`src/dpm_pkg.sv`:
```
// Purpose: Shared types and constants for the debug-port mode selector
// Assumes: 100 MHz REF_CLK, pins sampled through three flip-flops
// Notes:   Mode encoding is internal only
package dpm_pkg;

  typedef enum logic [2:0] {
    DPM_MODE_SLAVE,
    DPM_MODE_TESTRSV,
    DPM_MODE_WAITRST,
    DPM_MODE_NORMAL,
    DPM_MODE_EMU
  } dpm_mode_e;

  typedef enum logic [1:0] {
    DPM_EXEC_RUN,
    DPM_EXEC_HALT,
    DPM_EXEC_STEP
  } dpm_exec_e;

  // Synchronised pin levels
  typedef struct packed {
    logic trst;
    logic emu_b;
    logic emu_a;
  } dpm_pins_s;

  // Debug event sources
  typedef struct packed {
    logic sw_break;
    logic watch_match;
    logic host_req;
  } dpm_event_s;

  localparam logic [2:0] DPM_SYNC_RESET  = 3'h0;
  localparam logic [2:0] DPM_SETTLE_CYC  = 3'h4;
  localparam int         DPM_PULSE_NS    = 40;
  localparam int         DPM_CLK_NS      = 10;
  localparam logic [3:0] DPM_PULSE_CYC   = 4'(DPM_PULSE_NS / DPM_CLK_NS);
  localparam logic [3:0] DPM_PULSE_RESET = 4'h0;

endpackage

```
`src/dpm_mode_select.sv`:
```
// Purpose: Latch operating mode from test reset and emulation pins; debug halt control
// Assumes: Pins asynchronous to REF_CLK; power-up seen as release of ARST_N
// Notes:   Mode encoding and pin pulse length are internal choices
// Function
// - Mode chosen from test reset and both emulation pins at power-up.
// - Selected mode applies right away, no further event needed.
// - Each rising edge of test reset samples pins and latches mode.
// - All low gives peripheral-slave mode, core off, cable inactive.
// - Emulation pin b high, a low: held in reset until released.
// - Both emulation pins high: normal run, emulation disabled.
// - Test reset high: normal run, emulation enabled, cable active.
// - Debug-halt stops background code.
// - Time-critical interrupts still served while background is halted in realtime mode.
// - Debug event may halt device or pulse either emulation pin.
// - Break event moves device into debug-halt.
// - Stop mode halted: all interrupts including reset ignored until run.
`timescale 1ns/1ns
`default_nettype none
module dpm_mode_select (
  input  wire logic REF_CLK,
  input  wire logic ARST_N,
  input  wire logic TRST_PIN,
  input  wire logic EMU_A_IN,
  input  wire logic EMU_B_IN,
  input  wire logic TCK_IN,
  input  wire logic REALTIME_MODE,
  input  wire logic SW_BREAK,
  input  wire logic WATCH_MATCH,
  input  wire logic HOST_REQ,
  input  wire logic EVENT_IS_BREAK,
  input  wire logic PULSE_A_EN,
  input  wire logic PULSE_B_EN,
  input  wire logic RUN_CMD,
  input  wire logic STEP_CMD,
  input  wire logic STEP_DONE,
  input  wire logic EXT_RELEASE,
  input  wire logic TC_INT_REQ,
  input  wire logic INT_REQ,
  output logic      CORE_ENABLE,
  output logic      CORE_RESET_HOLD,
  output logic      CABLE_ACTIVE,
  output logic      EMU_ENABLED,
  output logic      BG_HALT,
  output logic      INT_ALLOW,
  output logic      TC_INT_ALLOW,
  output logic      EMU_A_OUT,
  output logic      EMU_A_OE,
  output logic      EMU_B_OUT,
  output logic      EMU_B_OE,
  output logic      TEST_CLOCK_RETURN
);

  // Three-stage synchronisers
  logic [2:0] trst_sync_reg, emu_a_sync_reg, emu_b_sync_reg, tck_sync_reg;
  logic [2:0] trst_sync_next, emu_a_sync_next, emu_b_sync_next, tck_sync_next;
  dpm_pkg::dpm_pins_s pins_reg, pins_next;
  logic               tck_reg, tck_next;

  always_comb begin
    trst_sync_next  = {trst_sync_reg[1:0], TRST_PIN};
    emu_a_sync_next = {emu_a_sync_reg[1:0], EMU_A_IN};
    emu_b_sync_next = {emu_b_sync_reg[1:0], EMU_B_IN};
    tck_sync_next   = {tck_sync_reg[1:0], TCK_IN};
    pins_next = pins_reg;
    tck_next  = tck_reg;
    // A change counts once stages two and three agree
    if (trst_sync_reg[1] == trst_sync_reg[2]) begin
      pins_next.trst = trst_sync_reg[2];
    end
    if (emu_a_sync_reg[1] == emu_a_sync_reg[2]) begin
      pins_next.emu_a = emu_a_sync_reg[2];
    end
    if (emu_b_sync_reg[1] == emu_b_sync_reg[2]) begin
      pins_next.emu_b = emu_b_sync_reg[2];
    end
    if (tck_sync_reg[1] == tck_sync_reg[2]) begin
      tck_next = tck_sync_reg[2];
    end
  end

  // Decode a pin combination into a mode
  function automatic dpm_pkg::dpm_mode_e decode_mode(input dpm_pkg::dpm_pins_s p);
    if (p.trst) begin
      decode_mode = dpm_pkg::DPM_MODE_EMU;
    end else begin
      unique case ({p.emu_b, p.emu_a})
        2'h0:    decode_mode = dpm_pkg::DPM_MODE_SLAVE;
        2'h1:    decode_mode = dpm_pkg::DPM_MODE_TESTRSV;
        2'h2:    decode_mode = dpm_pkg::DPM_MODE_WAITRST;
        2'h3:    decode_mode = dpm_pkg::DPM_MODE_NORMAL;
      endcase
    end
  endfunction

  // Power-up latch waits one edge past the synchroniser, so pins_reg holds real levels
  logic [2:0]          settle_reg, settle_next;
  logic                latched_reg, latched_next;
  dpm_pkg::dpm_mode_e  mode_reg, mode_next;
  logic                trst_prev_reg, trst_prev_next;
  logic                trst_rise;
  logic                wait_rel_reg, wait_rel_next;

  assign trst_rise = pins_reg.trst && !trst_prev_reg;

  always_comb begin
    settle_next    = (settle_reg == dpm_pkg::DPM_SETTLE_CYC) ? settle_reg : settle_reg + 3'h1;
    latched_next   = latched_reg;
    mode_next      = mode_reg;
    trst_prev_next = pins_reg.trst;
    // release ends held reset; a latch in the same cycle wins
    wait_rel_next  = EXT_RELEASE ? 1'b0 : wait_rel_reg;
    if (!latched_reg && settle_reg == dpm_pkg::DPM_SETTLE_CYC) begin
      latched_next  = 1'b1;
      mode_next     = decode_mode(pins_reg);
      wait_rel_next = 1'b1;
    end else if (latched_reg && trst_rise) begin
      mode_next     = decode_mode(pins_reg);
      wait_rel_next = 1'b1;
    end
  end

  // Execution state
  dpm_pkg::dpm_exec_e exec_reg, exec_next;
  dpm_pkg::dpm_event_s ev;
  logic                any_event, brk;

  always_comb begin
    ev.sw_break    = SW_BREAK;
    ev.watch_match = WATCH_MATCH;
    ev.host_req    = HOST_REQ;
    any_event = |ev;
    brk       = any_event && EVENT_IS_BREAK && EMU_ENABLED;
    exec_next = exec_reg;
    unique case (exec_reg)
      dpm_pkg::DPM_EXEC_RUN: begin
        if (brk) begin
          exec_next = dpm_pkg::DPM_EXEC_HALT;
        end
      end
      dpm_pkg::DPM_EXEC_HALT: begin
        if (RUN_CMD) begin
          exec_next = dpm_pkg::DPM_EXEC_RUN;
        end else if (STEP_CMD) begin
          exec_next = dpm_pkg::DPM_EXEC_STEP;
        end
      end
      dpm_pkg::DPM_EXEC_STEP: begin
        if (STEP_DONE || brk) begin
          exec_next = dpm_pkg::DPM_EXEC_HALT;
        end
      end
      default: exec_next = dpm_pkg::DPM_EXEC_RUN;
    endcase
  end

  // emulation pin pulses on debug events
  logic [3:0] pulse_a_reg, pulse_a_next, pulse_b_reg, pulse_b_next;

  always_comb begin
    pulse_a_next = (pulse_a_reg != dpm_pkg::DPM_PULSE_RESET) ? pulse_a_reg - 4'h1 : pulse_a_reg;
    pulse_b_next = (pulse_b_reg != dpm_pkg::DPM_PULSE_RESET) ? pulse_b_reg - 4'h1 : pulse_b_reg;
    if (any_event && PULSE_A_EN && CABLE_ACTIVE) begin
      pulse_a_next = dpm_pkg::DPM_PULSE_CYC;
    end
    if (any_event && PULSE_B_EN && CABLE_ACTIVE) begin
      pulse_b_next = dpm_pkg::DPM_PULSE_CYC;
    end
  end

  // Output decode
  logic core_en_n, rst_hold_n, cable_n, emu_en_n, halt_n, int_n, tc_n;

  always_comb begin
    core_en_n  = (mode_reg != dpm_pkg::DPM_MODE_SLAVE) && latched_reg;
    rst_hold_n = !latched_reg || (mode_reg == dpm_pkg::DPM_MODE_WAITRST && wait_rel_next);
    cable_n    = latched_reg && (mode_reg == dpm_pkg::DPM_MODE_EMU ||
                                 mode_reg == dpm_pkg::DPM_MODE_WAITRST);
    // emulation only with test reset high
    emu_en_n   = latched_reg && mode_reg == dpm_pkg::DPM_MODE_EMU;
    halt_n     = exec_next == dpm_pkg::DPM_EXEC_HALT;
    int_n      = !halt_n && INT_REQ;
    // realtime halt still serves time-critical work
    tc_n       = (!halt_n || REALTIME_MODE) && TC_INT_REQ;
  end

  always_ff @(posedge REF_CLK or negedge ARST_N) begin
    if (!ARST_N) begin
      trst_sync_reg     <= dpm_pkg::DPM_SYNC_RESET;
      emu_a_sync_reg    <= dpm_pkg::DPM_SYNC_RESET;
      emu_b_sync_reg    <= dpm_pkg::DPM_SYNC_RESET;
      tck_sync_reg      <= dpm_pkg::DPM_SYNC_RESET;
      pins_reg          <= '0;
      tck_reg           <= 1'b0;
      settle_reg        <= 3'h0;
      latched_reg       <= 1'b0;
      mode_reg          <= dpm_pkg::DPM_MODE_NORMAL;
      trst_prev_reg     <= 1'b0;
      wait_rel_reg      <= 1'b0;
      exec_reg          <= dpm_pkg::DPM_EXEC_RUN;
      pulse_a_reg       <= dpm_pkg::DPM_PULSE_RESET;
      pulse_b_reg       <= dpm_pkg::DPM_PULSE_RESET;
      CORE_ENABLE       <= 1'b0;
      CORE_RESET_HOLD   <= 1'b1;
      CABLE_ACTIVE      <= 1'b0;
      EMU_ENABLED       <= 1'b0;
      BG_HALT           <= 1'b0;
      INT_ALLOW         <= 1'b0;
      TC_INT_ALLOW      <= 1'b0;
      EMU_A_OUT         <= 1'b0;
      EMU_A_OE          <= 1'b0;
      EMU_B_OUT         <= 1'b0;
      EMU_B_OE          <= 1'b0;
      TEST_CLOCK_RETURN <= 1'b0;
    end else begin
      trst_sync_reg     <= trst_sync_next;
      emu_a_sync_reg    <= emu_a_sync_next;
      emu_b_sync_reg    <= emu_b_sync_next;
      tck_sync_reg      <= tck_sync_next;
      pins_reg          <= pins_next;
      tck_reg           <= tck_next;
      settle_reg        <= settle_next;
      latched_reg       <= latched_next;
      mode_reg          <= mode_next;
      trst_prev_reg     <= trst_prev_next;
      wait_rel_reg      <= wait_rel_next;
      exec_reg          <= exec_next;
      pulse_a_reg       <= pulse_a_next;
      pulse_b_reg       <= pulse_b_next;
      CORE_ENABLE       <= core_en_n;
      CORE_RESET_HOLD   <= rst_hold_n;
      CABLE_ACTIVE      <= cable_n;
      EMU_ENABLED       <= emu_en_n;
      BG_HALT           <= halt_n;
      INT_ALLOW         <= int_n;
      TC_INT_ALLOW      <= tc_n;
      // Drive low only while pulsing; pins otherwise released
      EMU_A_OUT         <= 1'b0;
      EMU_A_OE          <= pulse_a_next != dpm_pkg::DPM_PULSE_RESET;
      EMU_B_OUT         <= 1'b0;
      EMU_B_OE          <= pulse_b_next != dpm_pkg::DPM_PULSE_RESET;
      // returned test clock, delayed by the sampler
      TEST_CLOCK_RETURN <= tck_reg;
    end
  end

  // mode moves only at latch events
  chk_mode_holds: assert property (@(posedge REF_CLK) disable iff (!ARST_N)
    latched_reg && !$past(trst_rise) && $past(latched_reg) |-> $stable(mode_reg))
    else $error("mode changed without latch event");
  chk_trst_latch: assert property (@(posedge REF_CLK) disable iff (!ARST_N)
    latched_reg && trst_rise |=> mode_reg == dpm_pkg::DPM_MODE_EMU)
    else $error("test reset rise did not latch mode");
  chk_slave_off: assert property (@(posedge REF_CLK) disable iff (!ARST_N)
    latched_reg && mode_reg == dpm_pkg::DPM_MODE_SLAVE |=> !CORE_ENABLE && !CABLE_ACTIVE)
    else $error("slave mode left core enabled");
  chk_wait_hold: assert property (@(posedge REF_CLK) disable iff (!ARST_N)
    latched_reg && mode_reg == dpm_pkg::DPM_MODE_WAITRST && wait_rel_reg && !EXT_RELEASE
    |=> CORE_RESET_HOLD && CABLE_ACTIVE)
    else $error("held reset released early");
  chk_normal_run: assert property (@(posedge REF_CLK) disable iff (!ARST_N)
    latched_reg && mode_reg == dpm_pkg::DPM_MODE_NORMAL |=> !EMU_ENABLED && CORE_ENABLE)
    else $error("normal mode wrong");
  chk_emu_mode: assert property (@(posedge REF_CLK) disable iff (!ARST_N)
    latched_reg && mode_reg == dpm_pkg::DPM_MODE_EMU |=> EMU_ENABLED && CABLE_ACTIVE)
    else $error("emulation mode wrong");
  chk_boot_latch: assert property (@(posedge REF_CLK) disable iff (!ARST_N)
    $rose(latched_reg) |-> mode_reg == decode_mode($past(pins_reg)))
    else $error("power-up mode not from pins");
  chk_boot_time: assert property (@(posedge REF_CLK) disable iff (!ARST_N)
    !latched_reg |-> ##[0:5] latched_reg)
    else $error("mode not applied promptly");
  chk_break_halt: assert property (@(posedge REF_CLK) disable iff (!ARST_N)
    exec_reg == dpm_pkg::DPM_EXEC_RUN && brk |=> BG_HALT)
    else $error("break did not halt");
  chk_stop_noint: assert property (@(posedge REF_CLK) disable iff (!ARST_N)
    BG_HALT && !$past(REALTIME_MODE) |-> !INT_ALLOW && !TC_INT_ALLOW)
    else $error("interrupt taken in stop halt");
  chk_tc_serve: assert property (@(posedge REF_CLK) disable iff (!ARST_N)
    REALTIME_MODE && TC_INT_REQ |=> TC_INT_ALLOW)
    else $error("time-critical interrupt blocked");
  chk_pulse_len: assert property (@(posedge REF_CLK) disable iff (!ARST_N)
    $rose(EMU_A_OE) |-> EMU_A_OE [*4])
    else $error("pin pulse too short");

  cov_halt: cover property (@(posedge REF_CLK) disable iff (!ARST_N) $rose(BG_HALT));
  cov_relatch: cover property (@(posedge REF_CLK) disable iff (!ARST_N) latched_reg && trst_rise);
  cov_waitrel: cover property (@(posedge REF_CLK) disable iff (!ARST_N) $fell(CORE_RESET_HOLD));

endmodule
`default_nettype wire

```
`config.mk`:
```
export PLATFORM = sky130hd
export DESIGN_NAME = dpm_mode_select
export DESIGN_NICKNAME = d
export VERILOG_FILES = /design/src/dpm_pkg.sv /design/src/dpm_mode_select.sv
export SDC_FILE = /design/constraint.sdc
export NUM_CORES = 1
export LEC_CHECK = 0
export ABC_AREA = 1
export BUFFER_PORTS_ARGS = -buffer_cell sky130_fd_sc_hd__buf_2
export CAP_MARGIN = 20
export CORE_ASPECT_RATIO = 0.5
export CORE_MARGIN = 10
export CORE_UTILIZATION = 45
export DETAILED_ROUTE_END_ITERATION = 12
export GPL_TIMING_DRIVEN = 0
export PLACE_DENSITY = 0.66
export SYNTH_ARGS = -nofsm -noshare
export SYNTH_HDL_FRONTEND = slang
export SYNTH_SLANG_ARGS = --single-unit
```
`constraint.sdc`:
```
create_clock -name REF_CLK -period 2 [get_ports REF_CLK]
set_input_delay 0.1 -clock REF_CLK [delete_from_list [all_inputs] [get_ports REF_CLK]]
set_output_delay 0.1 -clock REF_CLK [all_outputs]
set_load 0.05 [all_outputs]
```
==> results of run 1 <==
-- per-stage QoR --
| step | hold slack (ps) | total power [mW] |
|---|---|---|
| finish | 63.4 | 2.71 |
| global route | 53.3 | 2.92 |
| CTS | 57.1 | 2.75 |
| detailed placement | 209 | 2.12 |
| global placement | 208 | 2.09 |
| floorplan | -196 | 1.91 |
-- report_power, final --
part	internal (mW)	switching, mW
registers	1.10	0.0906
logic	0.301	0.614
clock network	0.312	0.288
total	1.72	0.992
-- layout make-up --
type,count,area share [%]
sequential,45,51.7
multi-input combinational,87,23.8
timing repair buffer,37,10.5
inverter,32,5.50
clock buffer,7,4.41
tap,54,3.09
buffer,2,0.688
clock inverter,1,0.229
-- logic make-up after synthesis --
kind of cell               synth area share [%]
DFF                                        63.5
buffers and inverters                      7.59
and+or+nand+nor                            14.9
xor gates and xnor gates                   2.46
other                                     0.211
AOI/OAI and AO/OA                          6.32
adders and majority gates                  5.06
-- placed cells by master, fill, tap and decap left out, drive strengths merged --
cell type	instances
conb	2
nor3	1
clkbuf	7
xnor2	1
inv	32
nand2	32
dfstp	3
nand4	3
buf	30
ha	4
nand3	9
o21ai	9
a21oi	2
a21boi	2
clkinv	1
xor2	4
o211ai	2
and2	1
nor2	10
dlygate4sd3	9
maj3	4
o41ai	1
dfrtp	42
-- metal layers --
| metal | share of wire, % | routed length (µm) | global-route usage [%] | vias to the layer above |
|---|---|---|---|---|
| met1 | 42 | 1260 | 9.35 | 542 |
| li1 | - | - | - | 594 |
| met2 | 50 | 1490 | 15.6 | 18 |
| met3 | 5.7 | 170 | 3.55 | 4 |
| met4 | 1.4 | 41 | 4.41 | 0 |
| met5 | 0 | 0 | 0 | - |
-- Yosys cell counts --
cell type,instances
dfstp_2,3
o41ai_1,1
buf_4,2
inv_2,1
nand3_2,2
nand2_2,7
nand3_1,7
o21ai_2,1
a21boi_0,1
o21ai_0,6
ha_1,4
o21ai_4,1
a21boi_2,1
nor3_1,1
xor2_1,4
inv_1,31
nor2_1,8
conb_1,1
o211ai_1,2
dfrtp_1,42
and2_1,1
a21oi_1,2
o21ai_1,1
maj3_1,4
nand2_1,25
xnor2_1,1
nor2_2,2
nand4_1,3
-- worst max path at each step --
| stage | startpoint | to | slack, ps |
|---|---|---|---|
| floorplan | EMU_ENABLED | TC_INT_ALLOW | 750 |
| global placement | pulse_a_reg[0] | EMU_A_OE | 700 |
| detailed placement | pulse_a_reg[0] | EMU_A_OE | 640 |
| CTS | pulse_a_reg[0] | EMU_A_OE | 630 |
| global route | pulse_a_reg[0] | EMU_A_OE | 480 |
| finish | pulse_a_reg[0] | EMU_A_OE | 630 |
-- critical path, cell delays in order, from the launching register on --
cell and delay (ps):
dfrtp_1 360, inv_1 110, ha_1 230, nand3_2 130, xor2_1 190, nand2_1 90
nor2_1 100, nand2_1 60
==> impl_metrics.csv, run 1 <==
group,metric,value,unit
critical_path,r2r-end,"EMU_A_OE",
placed_design,dp_hpwl,2110,µm
layout,final_cells,265,
layout,fin_nets,233,
detailed_routing,wirelength,2960,µm
clock_network,ctsHoldBuffers,9,
critical_path,worst-r2r-cell-count,7,
hold_path,hp-class,"in -> reg",
hold_path,min_to,"exec_reg[1]",
sta,finalSetupViolCount,0,
sta,relSlewSlack,36.6,%
hold_path,hold_start,"STEP_CMD",
sta,rsz0062_at_grt,"false",
yosys,yosysWarnings,0,
critical_path,critPathRequiredTime,2190,ps
layout,diodes,0,
sta,slew_viol_final,0,
sta,period_share,68.5,%
critical_path,worstPathArrival,1560,ps
detailed_routing,post-route-drc-count,0,
placed_design,io_buffers,28,
grt,antenna_found_initial,0,
clock_network,cts_buffer_depth,2,
sta,tightestPinTransition,951,ps
floorplanning,dieArea,7030,µm²
sta,finalWorstSetupSlack,630,ps
placed_design,placed_area,1990,µm²
sta,finalSetupTns,0,ps
detailed_routing,dr.pass1.iters,2,
power,peakVddDrop,0.000406,V
layout,fin_area,2180,µm²
clock_network,clk_latency,290,ps
floorplanning,die_w,109,µm
grt,grt_pass1_vias,1189,
floorplanning,num_rows,16,
detailed_routing,ant_nets,0,
grt,grt_usage,8.96,%
detailed_routing,wire_per_inst,11.2,µm
power,p_leak,1.12,nW
detailed_routing,num_vias,1158,
hold_path,whs_path_depth,3,
layout,areaGrowthSynthToFinish,22.6,%
layout,fillCellCount,331,
floorplanning,ios,31,
layout,seq_area,1130,µm²
layout,postLayoutCoreUtil,56.5,%
sta,fmax,0.730,GHz
yosys,avgSynthCellArea,10.8,µm²
critical_path,startpoint_type,"flop",
outcome,status,"finished, final reports clean",
placed_design,pre_cts_ws,642,ps
placed_design,dp_cells,248,
clock_network,post_cts.repair.setup_buffers,0,
yosys,synth_top_cell_by_area,"dfrtp_1",
floorplanning,core-area,3860,µm²
floorplanning,fp.dieH,64.5,µm
clock_network,clock-sinks,45,
yosys,syn_inst,165,
clock_network,cts.reportedPaths.clkPinSlew,80,ps
critical_path,crit_path_max_fanout,4,
grt,grt_overflow,0,
yosys,synthTopCellsByArea,"dfrtp_1, inv_1, nand2_1",
yosys,syn_area,1780,µm²
sta,finalCriticalPeriod,1370,ps
grt,grt_pass1_wl,5010,µm
power,p_per_area,1240,nW/µm²
job,max-cap-violations,0,
clock_network,cts_tree,"yes",
yosys,synth_seq_area_share,63.5,%
critical_path,critPathCaptureType,"flop",
critical_path,worst-setup-path-type,"reg -> reg",
floorplanning,initial_core_util,46.1,%
critical_path,rrSetupSlack,630,ps
placed_design,globalplace.congestion,0.751,
layout,multi_input_area,519,µm²
layout,drive_above_1_share,26.5,%
sta,fin_skew,6.37,ps
detailed_routing,viasPerCell,4.37,
detailed_routing,first_iter_violations,27,
clock_network,htreeDepth,2,
yosys,ys_ff_latch,45,
clock_network,post_cts_resized,0,
yosys,yosysTopAreaCellShare,59.0,%
clock_network,root_buffer,"clkbuf_8",
clock_network,numCtsBuffers,5,
grt,grt_max_degree,46,
critical_path,r2r_start,"pulse_a_reg[0]",
sta,hold_viol_final,0,
yosys,synth.distinct_cells,28,
(Power assumes the default switching activity.)
==> run 2, diff against run 1 <==
==> constraint.sdc (replaced) <==
create_clock -name REF_CLK -period 1.4 [get_ports REF_CLK]
set_input_delay 0.07 -clock REF_CLK [delete_from_list [all_inputs] [get_ports REF_CLK]]
set_output_delay 0.07 -clock REF_CLK [all_outputs]
set_load 0.05 [all_outputs]
==> impl_metrics.csv, run 2 (synthesized netlist as in run 1, its figures left out) <==
group,metric,value,unit
outcome,status,"finished, final reports clean",
clock_network,htreeDepth,2,
grt,use_met3,3.55,%
clock_network,numCtsBuffers,5,
power,report.power.total,4.00,mW
floorplanning,core-area,3860,µm²
sta,hold_viol_final,0,
placed_design,io_buffers,28,
clock_network,clk_latency,290,ps
sta,relSlewSlack,36.7,%
layout,drive_above_1_share,28.9,%
detailed_routing,dr.pass1.iters,4,
grt,gr-usage-met1,9.35,%
floorplanning,die_w,109,µm
critical_path,worstPathArrival,1490,ps
clock_network,cts.reportedPaths.clkPinSlew,80,ps
grt,grt_pass1_vias,1189,
critical_path,crit_path_max_fanout,4,
layout,final_common_cell,"dfrtp_1",
layout,fin_area,2220,µm²
sta,period_share,93.0,%
hold_path,hp-class,"in -> reg",
placed_design,dp_hpwl,2110,µm
layout,areaGrowthSynthToFinish,24.8,%
placed_design,placed_area,1990,µm²
sta,finalWorstSetupSlack,97.7,ps
sta,rsz0062_at_grt,"false",
power,p_per_area,1800,nW/µm²
layout,fin_nets,233,
detailed_routing,num_vias,1163,
sta,tightestPinTransition,949,ps
power,peakVddDrop,0.000580,V
grt,met2_usage,15.6,%
detailed_routing,first_iter_violations,28,
grt,antenna_found_initial,0,
floorplanning,initial_core_util,46.1,%
sta,finalSetupViolCount,0,
power,p_leak,1.12,nW
floorplanning,num_rows,16,
placed_design,globalplace.congestion,0.751,
grt,grt_usage,8.96,%
layout,diodes,0,
detailed_routing,wirelength,2960,µm
sta,finalCriticalPeriod,1300,ps
sta,finalSetupTns,0,ps
floorplanning,dieArea,7030,µm²
placed_design,pre_cts_ws,42.0,ps
grt,top_usage_layer,"met2",
floorplanning,ios,31,
sta,fin_skew,5.67,ps
clock_network,root_buffer,"clkbuf_8",
detailed_routing,wire_per_inst,11.2,µm
detailed_routing,post-route-drc-count,0,
layout,postLayoutCoreUtil,57.5,%
job,max-cap-violations,0,
critical_path,critPathCaptureType,"flop",
detailed_routing,ant_nets,0,
sta,fmax,0.768,GHz
layout,layout_common_cells,"dfrtp_1, inv_1, buf_2, nand2_1, dlygate4sd3_1",
clock_network,cts_buffer_depth,2,
grt,grt_max_degree,46,
clock_network,cts_tree,"yes",
grt,grt_pass1_wl,5010,µm
sta,slew_viol_final,0,
critical_path,worst-setup-path-type,"reg -> reg",
clock_network,clock-sinks,45,
floorplanning,fp.dieH,64.5,µm
grt,grt_overflow,0,
critical_path,critPathRequiredTime,1590,ps
critical_path,startpoint_type,"flop",
detailed_routing,viasPerCell,4.39,
==> run 2: timing repair <==
action,CTS,global route
resized for setup,0,9
buffers inserted,0,0
hold endpoints to repair,50,0
setup endpoints to repair,0,2
hold buffers,9,0
==> run 2: metal layers <==
metal / wire [µm] / part of all wire, % / vias to the layer above
met5: 0 / 0 / -
met4: 10 / 0.34 / 0
met3: 166 / 5.6 / 2
met2: 1540 / 52 / 18
met1: 1250 / 42 / 551
li1: - / - / 592
==> run 2: through the flow <==
stage / std cells / hold WS, ps
finish: 265 / 33.9
detailed placement: 248 / 179
global placement: 248 / 178
floorplan: 166 / -226
global route: 265 / 23.3
CTS: 265 / 27.1
==> run 2: where the power goes <==
part	leakage (nW)	internal (mW)	total, mW	switching [mW]
Combinational	0.539	0.493	1.43	0.933
Clock	0.0542	0.446	0.856	0.410
Sequential	0.528	1.58	1.71	0.137
==> run 2: final timing paths <==
kind | depth (start not counted) | start | end | slack, ps
max | 7 | pulse_a_reg[1] | EMU_A_OE | 100
min | 3 | STEP_CMD | exec_reg[1] | 30
max reg2reg | 7 | pulse_a_reg[1] | EMU_A_OE | 100
min reg2reg | 0 | trst_sync_reg[0] | trst_sync_reg[1] | 350
max in group asynchronous | 2 | ARST_N | trst_prev_reg | 330
min in group asynchronous | 2 | ARST_N | pulse_a_reg[0] | 470
==> run 2: area by class of cell <==
type	count	area [µm²]
inverter	32	120
clock buffer	7	96.3
clock inverter	1	5.00
multi-input combinational	87	558
fill	325	1640
sequential	45	1130
tap	54	67.6
buffer	2	15.0
timing repair buffer	37	230
==> run 2: worst max-delay path, cell delays in order, from the launching register on <==
cell,delay [ps]
dfrtp_1,390
inv_1,110
ha_4,170
nand3_4,100
xor2_2,180
nand2_1,80
nor2_1,100
nand2_1,60
==> run 3, diff against run 2 <==
--- a/config.mk
+++ b/config.mk
@@ -6,7 +6,7 @@
 export NUM_CORES = 1
 export LEC_CHECK = 0
 export ABC_AREA = 1
-export BUFFER_PORTS_ARGS = -buffer_cell sky130_fd_sc_hd__buf_2
+export BUFFER_PORTS_ARGS = -buffer_cell sky130_fd_sc_hd__buf_4
 export CAP_MARGIN = 20
 export CORE_ASPECT_RATIO = 0.5
 export CORE_MARGIN = 10
==> impl_metrics.csv, run 3 (synthesized netlist as in run 1, its figures left out) <==
group,metric,value,unit
outcome,status,"finished, final reports clean",
critical_path,critPathMostFrequentCell,"nand2_1",
placed_design,io_buffers,28,
clock_network,htreeDepth,2,
power,p_per_area,1820,nW/µm²
layout,fin_nets,233,
clock_network,cts_tree,"yes",
sta,period_share,94.3,%
power,peakVddDrop,0.000731,V
sta,finalSetupTns,0,ps
placed_design,dp_hpwl,2080,µm
clock_network,cts.reportedPaths.clkPinSlew,80,ps
critical_path,critPathMaxStageDelay,410,ps
detailed_routing,wire_per_inst,11.2,µm
placed_design,pre_cts_ws,60.3,ps
hold_path,hp-class,"in -> reg",
critical_path,crit_path_max_fanout,4,
job,max-cap-violations,0,
critical_path,critPathRequiredTime,1590,ps
layout,areaGrowthSynthToFinish,28.6,%
detailed_routing,wirelength,2960,µm
floorplanning,dieArea,7030,µm²
critical_path,worst-setup-path-type,"reg -> reg",
critical_path,path_cells,"inv_2 > ha_4 > nand3_2 > xor2_1 > nand2_1 > nor2_1 > nand2_1",
floorplanning,fp.dieH,64.5,µm
sta,holdWs,31.5,ps
layout,diodes,0,
floorplanning,core-area,3860,µm²
layout,final_cells,265,
power,p_leak,1.15,nW
sta,finalCriticalPeriod,1320,ps
grt,antenna_found_initial,0,
critical_path,critPathTopFamily,"flip-flops",
layout,final_common_cell,"dfrtp_1",
clock_network,clock-sinks,45,
detailed_routing,viasPerCell,4.43,
sta,rsz0062_at_grt,"false",
placed_design,dp_cells,248,
floorplanning,initial_core_util,46.1,%
clock_network,cts_buffer_depth,2,
floorplanning,num_rows,16,
layout,drive_above_1_share,28.0,%
critical_path,startpoint_type,"flop",
sta,fin_skew,5.17,ps
grt,grt_pass1_wl,5190,µm
grt,grt_overflow,0,
sta,finalSetupViolCount,0,
critical_path,cp_slowest_cell,"dfrtp_1",
detailed_routing,ant_nets,0,
sta,slew_viol_final,0,
sta,fmax,0.757,GHz
detailed_routing,dr.pass1.iters,2,
layout,postLayoutCoreUtil,59.3,%
detailed_routing,post-route-drc-count,0,
sta,relSlewSlack,63.6,%
grt,grt_max_degree,46,
sta,hold_viol_final,0,
floorplanning,ios,31,
clock_network,numCtsBuffers,5,
critical_path,critPathBufInv,1,
clock_network,clk_latency,300,ps
floorplanning,die_w,109,µm
placed_design,globalplace.congestion,0.783,
critical_path,critPathCaptureType,"flop",
layout,layout_common_cells,"dfrtp_1, buf_4, inv_1, nand2_1, dlygate4sd3_1",
clock_network,post_cts.repair.setup_buffers,0,
sta,finalWorstSetupSlack,79.6,ps
grt,grt_pass1_vias,1233,
clock_network,root_buffer,"clkbuf_8",
critical_path,worstPathArrival,1510,ps
detailed_routing,first_iter_violations,30,
grt,grt_usage,9.43,%
detailed_routing,num_vias,1173,
sta,tightestPinTransition,546,ps
## run 3: final timing paths
check	end	cells past startpoint	slack (ps)	from
max in group asynchronous	CORE_RESET_HOLD	2	720	ARST_N
worst min-delay path	exec_reg[1]	3	30	STEP_CMD
worst min register to register	emu_a_sync_reg[1]	0	350	emu_a_sync_reg[0]
worst max-delay path	EMU_A_OE	7	80	pulse_a_reg[1]
worst max register to register	EMU_A_OE	7	80	pulse_a_reg[1]
min in group asynchronous	EMU_A_OE	2	280	ARST_N
## run 3: per-layer routing
layer | vias to the layer above | track usage (%) | part of all wire [%] | routed length, µm
met4 | 0 | 6.86 | 2.9 | 87
met3 | 8 | 3.45 | 6.0 | 178
li1 | 599 | - | - | -
met2 | 19 | 15.8 | 50 | 1480
met5 | - | 0 | 0 | 0
met1 | 547 | 9.61 | 41 | 1210
## run 3: cell type report
class,instances,area [µm²]
inverter,32,120
timing repair buffer,37,300
sequential,45,1130
buffer,2,15.0
clock buffer,7,86.3
multi-input combinational,87,541
tap,54,67.6
clock inverter,1,30.0
fill,325,1570
## run 3: repair_timing
action                     in CTS  in global routing
setup endpoints to repair       0                  2
hold endpoints to repair       51                  0
hold buffers                    9                  0
resized for setup               0                  6
## run 3: worst min-delay path, cell delays in order
cell and delay (ps):
buf_4 110, inv_1 60, o41ai_1 60
## run 3: where the power goes
| part | leakage [nW] | total, mW | switching [mW] | internal (mW) |
|---|---|---|---|---|
| sequential | 0.528 | 1.73 | 0.148 | 1.58 |
| clock | 0.0585 | 0.998 | 0.416 | 0.582 |
| combinational | 0.561 | 1.43 | 0.906 | 0.528 |
| total | 1.15 | 4.16 | 1.47 | 2.69 |
## run 3: per-stage QoR
| stage | cell area, µm² | total power, mW |
|---|---|---|
| CTS | 2270 | 4.14 |
| floorplan | 1780 | 2.73 |
| finish | 2290 | 4.16 |
| global route | 2290 | 4.46 |
| global placement | 2060 | 3.04 |
| detailed placement | 2060 | 3.09 |
